$ cat config.mk
export PLATFORM = sky130hd
export DESIGN_NAME = supervisor_reset_watchdog
export DESIGN_NICKNAME = d
export VERILOG_FILES = /design/src/supervisor_pkg.sv /design/src/timer_if.sv /design/src/interval_timer.sv /design/src/supervisor_reset_watchdog.sv
export SDC_FILE = /design/constraint.sdc
export NUM_CORES = 1
export LEC_CHECK = 0
export BUFFER_PORTS_ARGS = -buffer_cell sky130_fd_sc_hd__buf_2
export CORE_MARGIN = 2
export CORE_UTILIZATION = 55
export DETAILED_ROUTE_END_ITERATION = 8
export HOLD_SLACK_MARGIN = 0.03
export PLACE_DENSITY_LB_ADDON = 0.1
export SYNTH_ARGS = -nofsm -noshare
export SYNTH_HDL_FRONTEND = slang
export SYNTH_SLANG_ARGS = --single-unit
$ cat constraint.sdc
create_clock -name clk_i -period 2.5 [get_ports clk_i]
set_input_delay 0.5 -clock clk_i [delete_from_list [all_inputs] [get_ports clk_i]]
set_output_delay 0.5 -clock clk_i [all_outputs]
set_load 0.05 [all_outputs]
$ cat src/supervisor_pkg.sv
/*
 * Shared constants for the supply supervisor: time figures, derived
 * cycle counts, state codes and synchroniser reset values.
 * Assumes a single 50 MHz system clock.
 */
package supervisor_pkg;

	// Clock rate in kHz, keeps the products inside 32 bits
	localparam int CLK_KHZ = 50000;

	// Reset hold after every cause clears, in ms
	localparam int RESET_TIMEOUT_MS = 215;
	// Kick silence before watchdog expiry, in ms
	localparam int WDOG_TIMEOUT_MS = 1500;

	// Nominal figures divide evenly, so no rounding is lost
	localparam int RESET_TIMEOUT_CYCLES = RESET_TIMEOUT_MS * CLK_KHZ;
	localparam int WDOG_TIMEOUT_CYCLES = WDOG_TIMEOUT_MS * CLK_KHZ;

	// Wide enough for the watchdog count
	localparam int TIMER_W = 27;

	// Synchroniser bit positions
	localparam int SYNC_W = 4;
	localparam int SYNC_UV = 0;
	localparam int SYNC_MR = 1;
	localparam int SYNC_KICK = 2;
	localparam int SYNC_FLOAT = 3;
	// Idle levels: supply fine, manual reset high, kick low, driven
	localparam logic [SYNC_W-1:0] SYNC_RST = 4'h2;

	typedef enum logic [1:0] {
		ST_ASSERT = 2'h0,
		ST_TIMEOUT = 2'h1,
		ST_RUN = 2'h2
	} sup_state_t;

endpackage : supervisor_pkg

$ cat src/timer_if.sv
/*
 * Carrier between the supervisor and its interval timers.
 * Assumes both ends run on the same clock.
 */
`timescale 1ns/10ps
`default_nettype none

interface timer_if;
	logic clear;
	logic run;
	logic done;

	modport ctrl (output clear, output run, input done);
	modport tmr (input clear, input run, output done);
endinterface : timer_if

`default_nettype wire

$ cat src/interval_timer.sv
/*
 * Interval timer: counts while run, restarts on clear, flags done
 * in the cycle that completes LIMIT counting cycles.
 * Assumes clear and run come from logic on the same clock.
 */
`timescale 1ns/10ps
`default_nettype none

module interval_timer #(
	parameter int WIDTH = supervisor_pkg::TIMER_W,
	parameter int LIMIT = 16
) (
	input wire logic clk_i,
	input wire logic sys_rst_i,
	timer_if.tmr t
);

	logic [WIDTH-1:0] cnt_r;
	logic [WIDTH-1:0] cnt_nxt;
	logic at_end;

	////////////////////////////////////////////////////////////////////
	assign at_end = (cnt_r == WIDTH'(LIMIT - 1));
	assign t.done = t.run && !t.clear && at_end;

	always_comb begin
		cnt_nxt = cnt_r;
		if (t.clear || t.done) begin
			cnt_nxt = '0;
		end else if (t.run) begin
			cnt_nxt = cnt_r + WIDTH'(1);
		end
	end

	always_ff @(posedge clk_i) begin
		if (sys_rst_i) begin
			cnt_r <= '0;
		end else begin
			cnt_r <= cnt_nxt;
		end
	end

endmodule : interval_timer

`default_nettype wire

$ cat src/supervisor_reset_watchdog.sv
/*
 * Supervisory reset generator: holds the processor reset while the
 * supply is low, the manual reset is pulled low, or the watchdog
 * expires, then for a fixed timeout after every cause has cleared.
 * Assumes the undervoltage flag and the kick-float flag come from
 * the analog front end; all pins arrive asynchronously.
 */
`timescale 1ns/10ps
`default_nettype none

// Function
// RQ1: Undervoltage flag asserts the reset output.
// RQ2: Reset held timeout after supply recovers.
// RQ3: Reset timeout nominally 215 milliseconds.
// RQ4: Manual input low asserts reset.
// RQ5: Manual reset held while low, plus timeout.
// RQ6: Kick idle 1.5 s expires watchdog, resets.
// RQ7: Kick edges and reset clear watchdog timer.
// RQ8: Undriven kick input disables the watchdog.
// RQ9: Processor keeps kick low/undriven during timeout.
// RQ10: Active-low build: high, low, high after timeout.
// RQ11: Active-high build: low, high, low after timeout.
// RQ12: Countdown starts only when every cause clears.
// RQ13: Unused manual input left open or high.
// RQ14: Counters time periods; timeout restarts on cause.
module supervisor_reset_watchdog #(
	parameter int RST_CYCLES = supervisor_pkg::RESET_TIMEOUT_CYCLES,
	parameter int WDOG_CYCLES = supervisor_pkg::WDOG_TIMEOUT_CYCLES,
	parameter int CNT_W = supervisor_pkg::TIMER_W,
	parameter bit OUT_ACTIVE_LOW = 1'h1
) (
	input wire logic clk_i,
	input wire logic sys_rst_i,
	input wire logic undervolt_i,
	input wire logic manual_reset_in_low_i,
	input wire logic watchdog_kick_in_i,
	input wire logic kick_undriven_i,
	output logic reset_out_low_active_o
);

	////////////////////////////////////////////////////////////////////
	// Pin synchronisers

	logic [supervisor_pkg::SYNC_W-1:0] meta_r;
	logic [supervisor_pkg::SYNC_W-1:0] meta_nxt;
	logic [supervisor_pkg::SYNC_W-1:0] sync_r;
	logic [supervisor_pkg::SYNC_W-1:0] sync_nxt;
	logic kick_prev_r;
	logic kick_prev_nxt;

	always_comb begin
		meta_nxt = meta_r;
		meta_nxt[supervisor_pkg::SYNC_UV] = undervolt_i;
		meta_nxt[supervisor_pkg::SYNC_MR] = manual_reset_in_low_i;
		meta_nxt[supervisor_pkg::SYNC_KICK] = watchdog_kick_in_i;
		meta_nxt[supervisor_pkg::SYNC_FLOAT] = kick_undriven_i;
		sync_nxt = meta_r;
		kick_prev_nxt = sync_r[supervisor_pkg::SYNC_KICK];
	end

	always_ff @(posedge clk_i) begin
		if (sys_rst_i) begin
			meta_r <= supervisor_pkg::SYNC_RST;
			sync_r <= supervisor_pkg::SYNC_RST;
			kick_prev_r <= 1'h0;
		end else begin
			meta_r <= meta_nxt;
			sync_r <= sync_nxt;
			kick_prev_r <= kick_prev_nxt;
		end
	end

	logic uv_s;
	logic mr_low_s;
	logic kick_s;
	logic float_s;

	assign uv_s = sync_r[supervisor_pkg::SYNC_UV];
	assign mr_low_s = !sync_r[supervisor_pkg::SYNC_MR];
	assign kick_s = sync_r[supervisor_pkg::SYNC_KICK];
	assign float_s = sync_r[supervisor_pkg::SYNC_FLOAT];

	////////////////////////////////////////////////////////////////////
	// Timers

	timer_if rto ();
	timer_if wdt ();

	supervisor_pkg::sup_state_t state_r;
	supervisor_pkg::sup_state_t state_nxt;
	logic rst_active;
	logic kick_edge;
	logic wd_expire;
	logic cause;

	assign rst_active = (state_r != supervisor_pkg::ST_RUN);
	assign kick_edge = kick_s ^ kick_prev_r;
	assign wd_expire = wdt.done;
	assign cause = uv_s || mr_low_s || wd_expire; // RQ1 RQ4 RQ6

	// Timeout counts only in its state, restarts on any cause
	assign rto.clear = cause || !(state_r == supervisor_pkg::ST_TIMEOUT); // RQ14
	assign rto.run = (state_r == supervisor_pkg::ST_TIMEOUT); // RQ2

	// Float check relies on the front end flagging a tri-stated pin
	assign wdt.clear = kick_edge || rst_active || float_s; // RQ7 RQ8
	assign wdt.run = 1'h1;

	interval_timer #(
		.WIDTH(CNT_W),
		.LIMIT(RST_CYCLES) // RQ3
	) u_reset_timer (
		.clk_i(clk_i),
		.sys_rst_i(sys_rst_i),
		.t(rto)
	);

	interval_timer #(
		.WIDTH(CNT_W),
		.LIMIT(WDOG_CYCLES) // RQ6
	) u_wdog_timer (
		.clk_i(clk_i),
		.sys_rst_i(sys_rst_i),
		.t(wdt)
	);

	////////////////////////////////////////////////////////////////////
	// Reset sequencer

	logic pin_r;
	logic pin_nxt;

	always_comb begin
		state_nxt = state_r;
		case (state_r)
			supervisor_pkg::ST_ASSERT: begin
				if (!cause) begin
					state_nxt = supervisor_pkg::ST_TIMEOUT; // RQ12
				end
			end
			supervisor_pkg::ST_TIMEOUT: begin
				if (cause) begin
					state_nxt = supervisor_pkg::ST_ASSERT; // RQ5
				end else if (rto.done) begin
					state_nxt = supervisor_pkg::ST_RUN; // RQ2
				end
			end
			supervisor_pkg::ST_RUN: begin
				if (cause) begin
					state_nxt = supervisor_pkg::ST_ASSERT;
				end
			end
			default: begin
				state_nxt = supervisor_pkg::ST_ASSERT;
			end
		endcase
		// Output polarity is fixed per build
		if (OUT_ACTIVE_LOW) begin
			pin_nxt = !(state_nxt != supervisor_pkg::ST_RUN); // RQ10
		end else begin
			pin_nxt = (state_nxt != supervisor_pkg::ST_RUN); // RQ11
		end
	end

	// Power-on acts like a cause: full timeout before first release
	always_ff @(posedge clk_i) begin
		if (sys_rst_i) begin
			state_r <= supervisor_pkg::ST_ASSERT;
			pin_r <= !OUT_ACTIVE_LOW;
		end else begin
			state_r <= state_nxt;
			pin_r <= pin_nxt;
		end
	end

	assign reset_out_low_active_o = pin_r;

	////////////////////////////////////////////////////////////////////
	// Checking helpers

	logic [CNT_W-1:0] hold_cnt_r;
	logic [CNT_W-1:0] hold_cnt_nxt;
	logic [CNT_W-1:0] idle_cnt_r;
	logic [CNT_W-1:0] idle_cnt_nxt;

	always_comb begin
		hold_cnt_nxt = '0;
		if (state_r == supervisor_pkg::ST_TIMEOUT && !cause) begin
			hold_cnt_nxt = hold_cnt_r + CNT_W'(1);
		end
		idle_cnt_nxt = '0;
		if (!wdt.clear && !wd_expire) begin
			idle_cnt_nxt = idle_cnt_r + CNT_W'(1);
		end
	end

	always_ff @(posedge clk_i) begin
		if (sys_rst_i) begin
			hold_cnt_r <= '0;
			idle_cnt_r <= '0;
		end else begin
			hold_cnt_r <= hold_cnt_nxt;
			idle_cnt_r <= idle_cnt_nxt;
		end
	end

	logic asserted_lvl;
	assign asserted_lvl = !OUT_ACTIVE_LOW;
endmodule : supervisor_reset_watchdog

`default_nettype wire

# ---- Word-level counts from Yosys, hierarchy flattened
# Cells that the tools add are included.
dict set report op_classes {
  addsub 2
  n_eq_ne 6
  mux 5
  n_bitwise 1
  reduce_logical 18
}
# operator n
set op_table {}
lappend op_table {{$add 27x1->27 const B} 2}
lappend op_table {{$eq 27x24->1 const B} 1}
lappend op_table {{$eq 27x27->1 const B} 1}
lappend op_table {{$mux 2} 4}
lappend op_table {{$logic_or 1x1->1} 7}
lappend op_table {{$pmux 2 s3} 1}
lappend op_table {{$logic_not 1->1} 5}
lappend op_table {{$ne 2x2->1 const B} 2}
lappend op_table {{$reduce_or 2->1} 2}
lappend op_table {{$logic_and 1x1->1} 3}
lappend op_table {{$eq 2x1->1 const B} 1}
lappend op_table {{$eq 2x2->1 const B} 1}
lappend op_table {{$logic_not 2->1} 1}
lappend op_table {{$xor 1x1->1} 1}
dict set report word_totals {
  reg_bits 66
  input_bits 6
  output_inout_bits 1
  wordCells 39
}

# ---- Depth between registers and ports, before layout
# Gate-level depths: netlist of run 1.
dict set report logic_depth {
  depth_word 15
  ltp_mapped 6
  ltp_nobuf 5
}

# ---- By module
# A second synthesis of run 1 with hierarchy kept.
dict set report hier_totals {
  cells_unflattened 343
  area_unflattened_um2 3119.2
}
# module n_inst cells_per_inst area_per_inst_um2 seq_area_each_um2
set modules_own_cells {}
lappend modules_own_cells {{interval_timer at u_wdog_timer} 1 163 1396.3 540.5}
lappend modules_own_cells {{interval_timer at u_reset_timer} 1 147 1325.0 540.5}
lappend modules_own_cells {supervisor_reset_watchdog 1 33 397.9 240.2}

# ---- Worst setup path after synthesis of run 1
# OpenSTA, ideal clock, no wires.
dict set report synth_path {
  path_kind {flip-flop to flip-flop}
  startpoint {register u_wdog_timer.cnt_r[0]}
  endpoint {register u_wdog_timer.cnt_r[22]}
  setup_time_ps 71
  arrival_time_ps 1803
  t_required_ps 2429
  slack_ps 626
  path_stages_with_launch 6
  path_buffers 0
  period_less_slack_ps 1874
  path_cell_list {dfxtp_1 ha_1 nand4_1 or4_4 or4_1 a21oi_1}
}
dict set report synth_between {
  elab_chain_len 4
}
# item line
set synth_rtl {}
lappend synth_rtl {{start: declaration} interval_timer.sv:18} ;# logic [WIDTH-1:0] cnt_r;
lappend synth_rtl {{start signal: assignment} interval_timer.sv:39} ;# cnt_r <= cnt_nxt;
lappend synth_rtl {{branches (longest 4 deep; another with $add 27x1->27)} --}
# Several ways; the timed one is not identified.
# A chain may end at the register's enable or synchronous reset.

# ---- Worst setup path in the final report of run 1
dict set report layout_path {
  startpoint {register u_reset_timer.cnt_r[2]}
  endpoint {register u_reset_timer.cnt_r[21]}
}
dict set report layout_between {
  elab_chain_len 4
}
# item line
set layout_rtl {}
lappend layout_rtl {{start: declaration} interval_timer.sv:18}
lappend layout_rtl {{start signal: assignment} interval_timer.sv:39}
lappend layout_rtl {{branches (longest 4 deep; another with $add 27x1->27)} --}
# Several ways; the timed one is not identified.

==> implementation parameters, run 1 <==
Parameter                              Value

Yosys
  Net count after synthesis ... 347
  Number of synthesis warnings ... 0
  Most instantiated cells after synthesis ... 66 x dfxtp_1, 22 x nand4_1, 19 x nand3_1
  Mapped Cells ... 339
  Main synth FF type ... dfxtp_1
  Cell with the most instances after synthesis ... dfxtp_1
  Post-synthesis sequential area ratio ... 43.3%
  Number of library cell types mapped by synthesis ... 44
  FFs w/ async S/R, synth ... 0%
  Post-Syn Area per Cell ... 8.99 um^2
  Synth top area cells ... dfxtp_1 43%, xor2_1 4.6%, nand4_1 4.5%
  Post-synthesis register bit count ... 66
  Area of the mapped netlist ... 0.00305 mm^2
  Yosys top cell by area ... dfxtp_1
  Share of Yosys cell area claimed by the top area cell type ... 43.3%
  Number of flops mapped to enable cells by yosys ... 0

Hold path
  Path type of the worst min-delay path ... primary input to register
  Worst Hold Path Cells ... 2
  Destination of the worst hold path ... meta_r[1]
  Launch instance of the worst min-delay path ... manual_reset_in_low_i

Worst setup path
  Type of destination of the critical path ... register
  Crit Reg-Reg Endpoint ... u_reset_timer.cnt_r[21]
  Worst EP arrival ... 2.33 ns
  Number of cells on the worst reg-to-reg path ... 4
  Chain of cells forming the critical path ... and4b_1 -> nand3_1 -> or4_1 -> a211oi_1
  Largest fanout on the critical path ... 11
  Data required time of the worst path ... 2.75 ns
  Maximum cell stage delay along the critical path ... 0.56 ns
  Beginning of the critical path ... u_reset_timer.cnt_r[2]
  Sort of element at the start of the critical path ... register
  Category of the most critical setup path ... register to register
  Launch instance of the worst register-to-register path ... u_reset_timer.cnt_r[2]
  Master of the slowest instance on the critical path ... or4_1
  Setup slack, reg-to-reg ... 0.42 ns
  Buf/Inv on CP ... 0
  Kind of cell adding the most delay to the critical path ... simple AND/OR/NAND/NOR gates

Final layout
  Post-Layout Inst Area ... 0.00337 mm^2
  Share of cells above drive strength 1 ... 10.9%
  Filler instances ... 490
  P&R area growth vs syn ... 10.4%
  Number of nets in the layout ... 351
  Fraction of the core area covered by cells at the end of the flow ... 61.9%
  Diode insertion count for antenna repair ... 0

Placed design
  Area of placed instances ... 0.00311 mm^2
  Last weighted congestion value of the routability-driven placer ... 0.865
  Port Buffer Count ... 6
  Post-DP HPWL ... 4030 um
  Worst setup slack before clock tree synthesis ... 0.442 ns

Global route
  Maximum number of pins on one net before global-route repair ... 31
  Via count of the first global-routing pass ... 2380
  Initial antenna violation count ... 0
  Aggregate global routing overflow ... 0
  Wire length of the first global-routing pass ... 10600 um
  GRT Util Overall ... 21.6%

Clock tree
  Number of setup buffers added after CTS ... 0
  Sinks on Clock Net ... 66
  Clock tree from TritonCTS ... done
  Clock buffer count from CTS ... 9
  Worst-Skew Late Latency ... 0.34 ns
  Number of buffers inserted by hold repair at cts ... 0
  Clk Tree Root Cell ... clkbuf_8
  Clock slew at the register clock pins of the worst setup and hold paths ... 0.07 ns
  CTS max path bufs ... 2
  H-tree depth ... 3
  Cts repair resizes ... 0

Routing
  Post-DR vias/cell ... 6.11
  Wire length after detailed routing ... 5920 um
  Total via count in the routed design ... 2568
  Post-detailed-route wirelength per cell ... 14.1 um
  DRC ... 0
  DRT Pass-1 Iters ... 5
  First DRT Iteration DRCs ... 150
  Number of nets with antenna violations after routing ... 0

Floorplan
  Floorplan die width ... 78.5 um
  Cell Rows ... 27
  Die outline area ... 0.00616 mm^2
  Placeable core region ... 0.00544 mm^2
  Die outline height ... 78.5 um
  Starting utilization of the core area ... 56.1%
  Number of primary I/O pins ... 7

Timing
  Clock Skew ... 0.00767 ns
  Total count of max-transition violations in the final report ... 0
  Fmax ... 481 MHz
  Smallest setup slack after layout ... 0.423 ns
  Least-Margin Pin Slew ... 0.651 ns
  Tmin final ... 2.08 ns
  Unrepaired setup endpoints after global routing ... no
  Relative slew margins ... 56.6%
  Setup-failing EPs final ... 0
  Final cycle utilization of the critical path ... 83.1%
  Final Hold Fails ... 0
  Setup tns final ... 0 ns

Power and ir drop
  Total leakage power ... 0.989 nW
  Power Density ... 658 mW/mm^2
  Worst IR Drop VDD ... 0.439 mV
  Final Power ... 0.00222 W

Run status
  Outcome ... finished, final reports clean

Job
  Count of max-cap constraint violations ... 0
==> cells by family (layout without fill, tap and decap cells) <==
logic type | after synthesis | in the layout | synth area share, %
xor gates and xnor gates | 25 | 25 | 7.18
adders and majority gates | 2 | 2 | 0.821
and+or+nand+nor | 166 | 166 | 33.0
AOI/OAI and AO/OA | 55 | 55 | 11.6
buffers and inverters | 25 | 34 | 4.02
DFF | 66 | 66 | 43.3
==> layer usage <==
metal	global-route usage, %	wire (um)	vias up
met5	0	0	-
met4	9.47	128	0
met3	7.24	182	10
met2	36.4	2880	37
met1	24.9	2730	1232
li1	-	-	1289
==> state kept, by name, indices dropped and copies added (netlist names) <==
| register | flops |
|---|---|
| meta_r | 4 |
| u_reset_timer.cnt_r | 27 |
| reset_out_low_active_o | 1 |
| state_r | 2 |
| kick_prev_r | 1 |
| sync_r | 4 |
| u_wdog_timer.cnt_r | 27 |
==> layout make-up <==
cell class | count | area [um^2] | share of cell area, %
multi-input cells | 248 | 1610 | 47.8
flip-flops and latches | 66 | 1320 | 39.3
clock buffers | 10 | 138 | 4.09
clock inverters | 6 | 114 | 3.38
well taps | 72 | 90.1 | 2.68
repair buffers | 11 | 67.6 | 2.01
inverters | 7 | 26.3 | 0.781
==> how the worst max path moves through the flow <==
stage                     cells past startpoint                      end
after CTS                                     5   u_wdog_timer.cnt_r[22]
final                                         4  u_reset_timer.cnt_r[21]
after global placement                        5   u_wdog_timer.cnt_r[22]
after global routing                          4  u_reset_timer.cnt_r[21]
after floorplan                               5   u_wdog_timer.cnt_r[22]
after detailed placement                      5   u_wdog_timer.cnt_r[22]
==> report_power, final <==
group | internal [W] | total (W) | switching (W)
logic | 0.0000143 | 0.0000431 | 0.0000288
clock network | 0.000691 | 0.00111 | 0.000419
registers | 0.00106 | 0.00106 | 0.00000388
==> metrics by stage <==
stage / std cells / hold slack [ns]
finish: 420 / 0.337
CTS: 420 / 0.326
global placement: 404 / 0.392
detailed placement: 404 / 0.398
floorplan: 339 / 0.389
global route: 420 / 0.325
==> cell usage in the layout, fill, tap and decap left out, types with 12 or more instances in the layout <==
cell type  synthesis  routed
nand3_1           19      19
nor2_1            18      18
or3_1             14      14
dfxtp_1           66      66
o21ai_0           12      12
nand2_1           14      14
a21oi_1           12      12
xor2_1            16      16
nand4_1           22      22
nor3_1            18      18
a211oi_1          14      14
o31ai_1           13      13
or4_1             13      13
No activity file was read; power rests on OpenSTA's default activity.
==> inputs of run 2 (changes only) <==
==> constraint.sdc (replaced) <==
create_clock -name clk_i -period 1.8 [get_ports clk_i]
set_input_delay 0.36 -clock clk_i [delete_from_list [all_inputs] [get_ports clk_i]]
set_output_delay 0.36 -clock clk_i [all_outputs]
set_load 0.05 [all_outputs]
==> implementation parameters, run 2 (synthesis results as in run 1) <==
Parameter                              Value

Final layout
  Number of nets in the layout ... 401 (+14%)
  Share of cells above drive strength 1 ... 28.9% (+18 points)
  Highest-count cells in the layout ignoring fill and taps ... 52 x dfxtp_1, 50 x buf_4, 22 x nand4_1
  Leading cell type in the layout, fill and taps excluded ... dfxtp_1
  Post-route insts no fill ... 470 (+12%)
  Register Area ... 0.00134 mm^2 (+1.7%)
  Regs by FF count ... u_reset_timer.cnt_r (27), u_wdog_timer.cnt_r (27)
  Diode insertion count for antenna repair ... 0 (unchanged)
  P&R area growth vs syn ... 26.3%
  Combined area of the multi-input logic cells ... 0.00174 mm^2 (+8.1%)
  Filler instances ... 438 (-11%)
  Post-Layout Inst Area ... 0.00385 mm^2 (+14%)

Routing
  First DRT Iteration DRCs ... 199 (+33%)
  Total via count in the routed design ... 2788 (+8.6%)
  Post-detailed-route wirelength per cell ... 14.9 um (+5.7%)
  Wire length after detailed routing ... 7000 um (+18%)
  Number of nets with antenna violations after routing ... 0 (unchanged)
  DRC ... 0 (unchanged)
  Post-DR vias/cell ... 5.93 (-3.0%)
  DRT Pass-1 Iters ... 4 (-1)

Timing
  Tmin final ... 1.80 ns (-0.282 ns)
  Relative slew margins ... 70.5% (+14 points)
  Setup-failing EPs final ... 0 (unchanged)
  Final cycle utilization of the critical path ... 99.7% (+17 points)
  Final Hold Fails ... 0 (unchanged)
  Fmax ... 557 MHz (+16%)
  Clock Skew ... 0.00933 ns (+0.00166 ns)
  Least-Margin Pin Slew ... 0.438 ns (-0.213 ns)
  Unrepaired setup endpoints after global routing ... yes
  Total count of max-transition violations in the final report ... 0 (unchanged)

Worst setup path
  Crit Reg-Reg Endpoint ... u_wdog_timer.cnt_r[22]
  Number of cells on the worst reg-to-reg path ... 5 (+1)
  Largest fanout on the critical path ... 7 (-4)
  Kind of cell adding the most delay to the critical path ... simple AND/OR/NAND/NOR gates
  Data required time of the worst path ... 2.07 ns (-0.68 ns)
  Launch instance of the worst register-to-register path ... u_wdog_timer.cnt_r[1]
  Category of the most critical setup path ... register to register
  Sort of element at the start of the critical path ... register
  Chain of cells forming the critical path ... ha_4 -> nand4_1 -> or4_4 -> or4_1 -> a21oi_1
  Setup slack, reg-to-reg ... 0.005 ns (-0.42 ns)
  Buf/Inv on CP ... 0 (unchanged)
  Type of destination of the critical path ... register
  Critical path endpoint ... u_wdog_timer.cnt_r[22]
  Master of the slowest instance on the critical path ... or4_1
  Number of stages on the worst setup path ... 5 (+1)
  Beginning of the critical path ... u_wdog_timer.cnt_r[1]
  Maximum cell stage delay along the critical path ... 0.50 ns (-0.06 ns)
  Worst EP arrival ... 2.06 ns (-0.27 ns)

Global route
  Maximum number of pins on one net before global-route repair ... 28 (-9.7%)
  GRT Util Overall ... 23.9% (+2.3 points)
  Via count of the first global-routing pass ... 2550 (+7.1%)
  Aggregate global routing overflow ... 0 (unchanged)
  Grt peak-use layer ... met2
  Fraction of met3 tracks used by global routing ... 4.60% (-2.6 points)
  Initial antenna violation count ... 0 (unchanged)
  Wire length of the first global-routing pass ... 11700 um (+10%)
  GR Layer Usage met2 ... 41.0% (+4.7 points)
  GR Layer Usage met1 ... 29.2% (+4.4 points)

Floorplan
  Placeable core region ... 0.00544 mm^2 (unchanged)
  Starting utilization of the core area ... 56.1% (unchanged)
  Die outline height ... 78.5 um (unchanged)
  Die outline area ... 0.00616 mm^2 (unchanged)
  Floorplan die width ... 78.5 um (unchanged)
  Cell Rows ... 27 (unchanged)
  Number of primary I/O pins ... 7 (unchanged)

Placed design
  Port Buffer Count ... 6 (unchanged)
  Last weighted congestion value of the routability-driven placer ... 0.832 (-3.8%)
  Post-DP HPWL ... 4550 um (+13%)
  Dpl cells ... 448 (+11%)
  Area of placed instances ... 0.00349 mm^2 (+12%)

Job
  Count of max-cap constraint violations ... 0 (unchanged)

Clock tree
  Worst-Skew Late Latency ... 0.34 ns (about the same)
  Clock tree from TritonCTS ... done
  H-tree depth ... 3 (unchanged)
  Clock buffer count from CTS ... 9 (unchanged)
  Clock slew at the register clock pins of the worst setup and hold paths ... 0.07 ns (about the same)
  Sinks on Clock Net ... 66 (unchanged)
  CTS max path bufs ... 2 (unchanged)
  Clk Tree Root Cell ... clkbuf_8
  Number of buffers inserted by hold repair at cts ... 0 (unchanged)

Power and ir drop
  Worst IR Drop VDD ... 0.435 mV (-0.91%)
  Power Density ... 723 mW/mm^2 (+9.9%)
  Total leakage power ... 1.29 nW (+31%)
  Final Power ... 0.00279 W (+26%)

Hold path
  Path type of the worst min-delay path ... primary input to register

Run status
  Outcome ... finished, final reports clean
run 2: cell count changes in the layout (fill, tap and decap cells not counted), moves of 3 or more:
| cell | change |
|---|---|
| a211oi_1 | -5 |
| a211oi_2 | +5 |
| buf_4 | +45 |
| clkinv_2 | +3 |
| dfxtp_1 | -14 |
| dfxtp_2 | +12 |
run 2: worst min-delay path by stage:
stage | start | to | slack, ns | cells after the start
after detailed placement | meta_r[1] | sync_r[1] | 0.39 | 1
after floorplan | meta_r[1] | sync_r[1] | 0.39 | 1
after CTS | manual_reset_in_low_i | meta_r[1] | 0.19 | 2
after global routing | manual_reset_in_low_i | meta_r[1] | 0.19 | 2
after global placement | meta_r[1] | sync_r[1] | 0.39 | 1
final | manual_reset_in_low_i | meta_r[1] | 0.20 | 2
run 2: through the flow:
| stage | hold WS [ns] | utilization [%] | setup TNS (ns) | setup slack (ns) |
|---|---|---|---|---|
| after floorplan | 0.389 | - | 0 | 0.00259 |
| after global placement | 0.391 | 64.1 | 0 | 0.0243 |
| after detailed placement | 0.393 | 64.1 | -0.0227 | -0.0218 |
| after CTS | 0.188 | 68.3 | 0 | 0.0103 |
| after global routing | 0.188 | 70.8 | -0.202 | -0.0974 |
| final | 0.203 | 70.8 | 0 | 0.00466 |
run 2: layer usage:
metal  wire length, um  part of all wire, %  vias up
li1                  -                    -     1402
met1              3160                   45     1325
met2              3500                   50       49
met3               204                  2.9       12
met4               139                  2.0        0
met5                 0                    0        -
run 2: final cells by class:
cell class | instances | area share (%)
Clock buffer | 9 | 3.22
Clock inverter | 7 | 1.82
Inverter | 7 | 0.682
Multi-Input combinational cell | 250 | 45.2
Sequential cell | 66 | 34.9
Tap cell | 72 | 2.34
Timing Repair Buffer | 59 | 11.9
run 2: power by group:
group / internal [W] / leakage [nW] / switching [W]
logic: 0.0000312 / 0.651 / 0.0000462
registers: 0.00147 / 0.541 / 0.00000539
clock network: 0.000637 / 0.0990 / 0.000597
run 2: repair_timing:
item | in CTS | in global routing
cloned | 1 | 1
buffers inserted | 1 | 3
setup endpoints to repair | 11 | 32
gates resized for setup | 4 | 26
pin swaps | 2 | 3
==> inputs of run 3 (changes only) <==
--- a/config.mk
+++ b/config.mk
@@ -8,6 +8,7 @@
 export BUFFER_PORTS_ARGS = -buffer_cell sky130_fd_sc_hd__buf_2
 export CORE_MARGIN = 2
 export CORE_UTILIZATION = 55
+export CTS_CLUSTER_DIAMETER = 50
 export DETAILED_ROUTE_END_ITERATION = 8
 export HOLD_SLACK_MARGIN = 0.03
 export PLACE_DENSITY_LB_ADDON = 0.1
==> constraint.sdc (replaced) <==
create_clock -name clk_i -period 2.1 [get_ports clk_i]
set_input_delay 0.42 -clock clk_i [delete_from_list [all_inputs] [get_ports clk_i]]
set_output_delay 0.42 -clock clk_i [all_outputs]
set_load 0.05 [all_outputs]
==> implementation parameters, run 3 (synthesis results as in run 1) <==
Parameter                              Value

Final layout
  Share of cells above drive strength 1 ... 12.2% (-17 points)
  Number of nets in the layout ... 356 (-11%)
  Leading cell type in the layout, fill and taps excluded ... dfxtp_1
  Post-route insts no fill ... 425 (-9.6%)
  P&R area growth vs syn ... 11.0%
  Highest-count cells in the layout ignoring fill and taps ... 66 x dfxtp_1, 22 x nand4_1, 19 x nand3_1, 18 x nor3_1, 18 x nor2_1
  Diode insertion count for antenna repair ... 0 (unchanged)
  Regs by FF count ... u_reset_timer.cnt_r (27), u_wdog_timer.cnt_r (27)

Timing
  Final cycle utilization of the critical path ... 91.7% (-8.0 points)
  Smallest setup slack after layout ... 0.174 ns (+0.170 ns)
  Final Hold Fails ... 0 (unchanged)
  Setup tns final ... 0 ns (unchanged)
  Unrepaired setup endpoints after global routing ... no
  Final-layout worst hold slack ... 0.260 ns (+0.0568 ns)
  Setup-failing EPs final ... 0 (unchanged)
  Clock Skew ... 0.00988 ns (+0.000546 ns)
  Total count of max-transition violations in the final report ... 0 (unchanged)
  Fmax ... 519 MHz (-6.8%)
  Relative slew margins ... 57.4% (-13 points)
  Least-Margin Pin Slew ... 0.640 ns (+0.202 ns)
  Tmin final ... 1.93 ns (+0.130 ns)

Worst setup path
  Data required time of the worst path ... 2.36 ns (+0.29 ns)
  Kind of cell adding the most delay to the critical path ... simple AND/OR/NAND/NOR gates
  Type of destination of the critical path ... register
  Master of the slowest instance on the critical path ... or4_1
  Sort of element at the start of the critical path ... register
  Largest fanout on the critical path ... 14 (+7)
  Maximum cell stage delay along the critical path ... 0.52 ns (+0.02 ns)
  Buf/Inv on CP ... 0 (unchanged)
  Category of the most critical setup path ... register to register
  Chain of cells forming the critical path ... ha_1 -> and4_1 -> nand2_4 -> or4_1 -> a211oi_1
  Worst EP arrival ... 2.19 ns (+0.13 ns)

Global route
  GRT Util Overall ... 21.0% (-2.9 points)
  Wire length of the first global-routing pass ... 10300 um (-12%)
  Aggregate global routing overflow ... 0 (unchanged)
  Maximum number of pins on one net before global-route repair ... 31 (+11%)
  Initial antenna violation count ... 0 (unchanged)
  Via count of the first global-routing pass ... 2283 (-10%)

Clock tree
  H-tree depth ... 3 (unchanged)
  CTS max path bufs ... 2 (unchanged)
  Number of setup buffers added after CTS ... 0 (-1)
  Clock buffer count from CTS ... 9 (unchanged)
  Clock tree from TritonCTS ... done
  Cts repair resizes ... 0 (-4)
  Sinks on Clock Net ... 66 (unchanged)
  Number of buffers inserted by hold repair at cts ... 0 (unchanged)
  Worst-Skew Late Latency ... 0.35 ns (about the same)
  Clk Tree Root Cell ... clkbuf_8
  Clock slew at the register clock pins of the worst setup and hold paths ... 0.08 ns (about the same)

Power and ir drop
  Fraction of power consumed by combinational cells ... 2.0% (-0.8 points)
  Total leakage power ... 1.02 nW (-21%)
  Portion of total power attributed to sequential cells ... 50.2% (-2.7 points)
  Internal ... 0.00198 W (-7.3%)
  Reported net switching power ... 0.000539 W (-17%)
  Power Density ... 745 mW/mm^2 (+2.9%)
  Clock power frac ... 47.7% (+3.4 points)
  Worst IR Drop VDD ... 0.510 mV (+17%)
  Switching share of power ... 21.4% (-1.9 points)

Job
  Count of max-cap constraint violations ... 0 (unchanged)

Routing
  Wire length after detailed routing ... 5890 um (-16%)
  DRC ... 0 (unchanged)
  Number of nets with antenna violations after routing ... 0 (unchanged)
  DRT Pass-1 Iters ... 6 (+2)
  Total via count in the routed design ... 2519 (-9.6%)
  First DRT Iteration DRCs ... 141 (-29%)
  Post-DR vias/cell ... 5.93 (about the same)
  Post-detailed-route wirelength per cell ... 13.9 um (-7.0%)

Floorplan
  Floorplan die width ... 78.5 um (unchanged)
  Die outline height ... 78.5 um (unchanged)
  Placeable core region ... 0.00544 mm^2 (unchanged)
  Cell Rows ... 27 (unchanged)
  Die outline area ... 0.00616 mm^2 (unchanged)
  Starting utilization of the core area ... 56.1% (unchanged)
  Number of primary I/O pins ... 7 (unchanged)

Placed design
  Last weighted congestion value of the routability-driven placer ... 0.833 (about the same)
  Worst setup slack before clock tree synthesis ... 0.161 ns (+0.183 ns)
  Post-DP HPWL ... 3990 um (-12%)
  Port Buffer Count ... 6 (unchanged)
  Dpl cells ... 409 (-8.7%)

Hold path
  Path type of the worst min-delay path ... primary input to register

Run status
  Outcome ... finished, final reports clean
run 3: cell types whose count changed in the layout (fill, tap and decap cells not counted), moves of 2 or more:
cell      delta
dfxtp_1     +14
dfxtp_2     -12
buf_12       -2
a211oi_1     +5
dfxtp_4      -2
buf_4       -40
a211oi_2     -5
clkinv_2     -2
nor4_1       +2
run 3: final cells by class:
cell class	count	area [um^2]
Clock inverter	6	90.1
Clock buffer	10	138
Sequential cell	66	1320
Multi-Input combinational cell	248	1610
Timing Repair Buffer	16	105
Fill cell	485	2050
Tap cell	72	90.1
Inverter	7	26.3
run 3: layer usage:
layer	vias up	wire length [um]	GRT usage [%]
met3	10	155	3.91
met2	35	2720	33.7
met5	-	0	0
li1	1312	-	-
met4	0	143	11.1
met1	1162	2870	26.7
run 3: path summary, 6_finish.rpt:
path | from | to | slack, ns | cells past startpoint
hold reg to reg | meta_r[1] | sync_r[1] | 0.41 | 1
setup / recovery | u_reset_timer.cnt_r[0] | u_reset_timer.cnt_r[16] | 0.17 | 5
setup reg to reg | u_reset_timer.cnt_r[0] | u_reset_timer.cnt_r[16] | 0.17 | 5
hold / removal | manual_reset_in_low_i | meta_r[1] | 0.26 | 2
run 3: power groups by stage:
stage | clock [W] | sequential [W] | combinational [W]
final | 0.00120 | 0.00127 | 0.0000515
after global routing | 0.00128 | 0.00127 | 0.0000575
after CTS | 0.00123 | 0.00127 | 0.0000520
after detailed placement | 0 | 0.00129 | 0.0000518
after global placement | 0 | 0.00129 | 0.0000517
after floorplan | 0 | 0.00129 | 0.0000364
run 3: worst register-to-register path: cells and delay by family (launching register included):
family / cells / cell delay (ns)
fa+ha+maj: 1 / 0.22
simple gates: 3 / 0.97
flops: 1 / 0.40
compound gates: 1 / 0.25
run 3: stage by stage:
stage	instance area [um^2]	power [W]	utilization, %
after floorplan	3050	0.00133	-
after global placement	3150	0.00135	57.9
after detailed placement	3150	0.00135	57.9
after CTS	3380	0.00255	62.1
after global routing	3380	0.00261	62.2
final	3380	0.00252	62.2
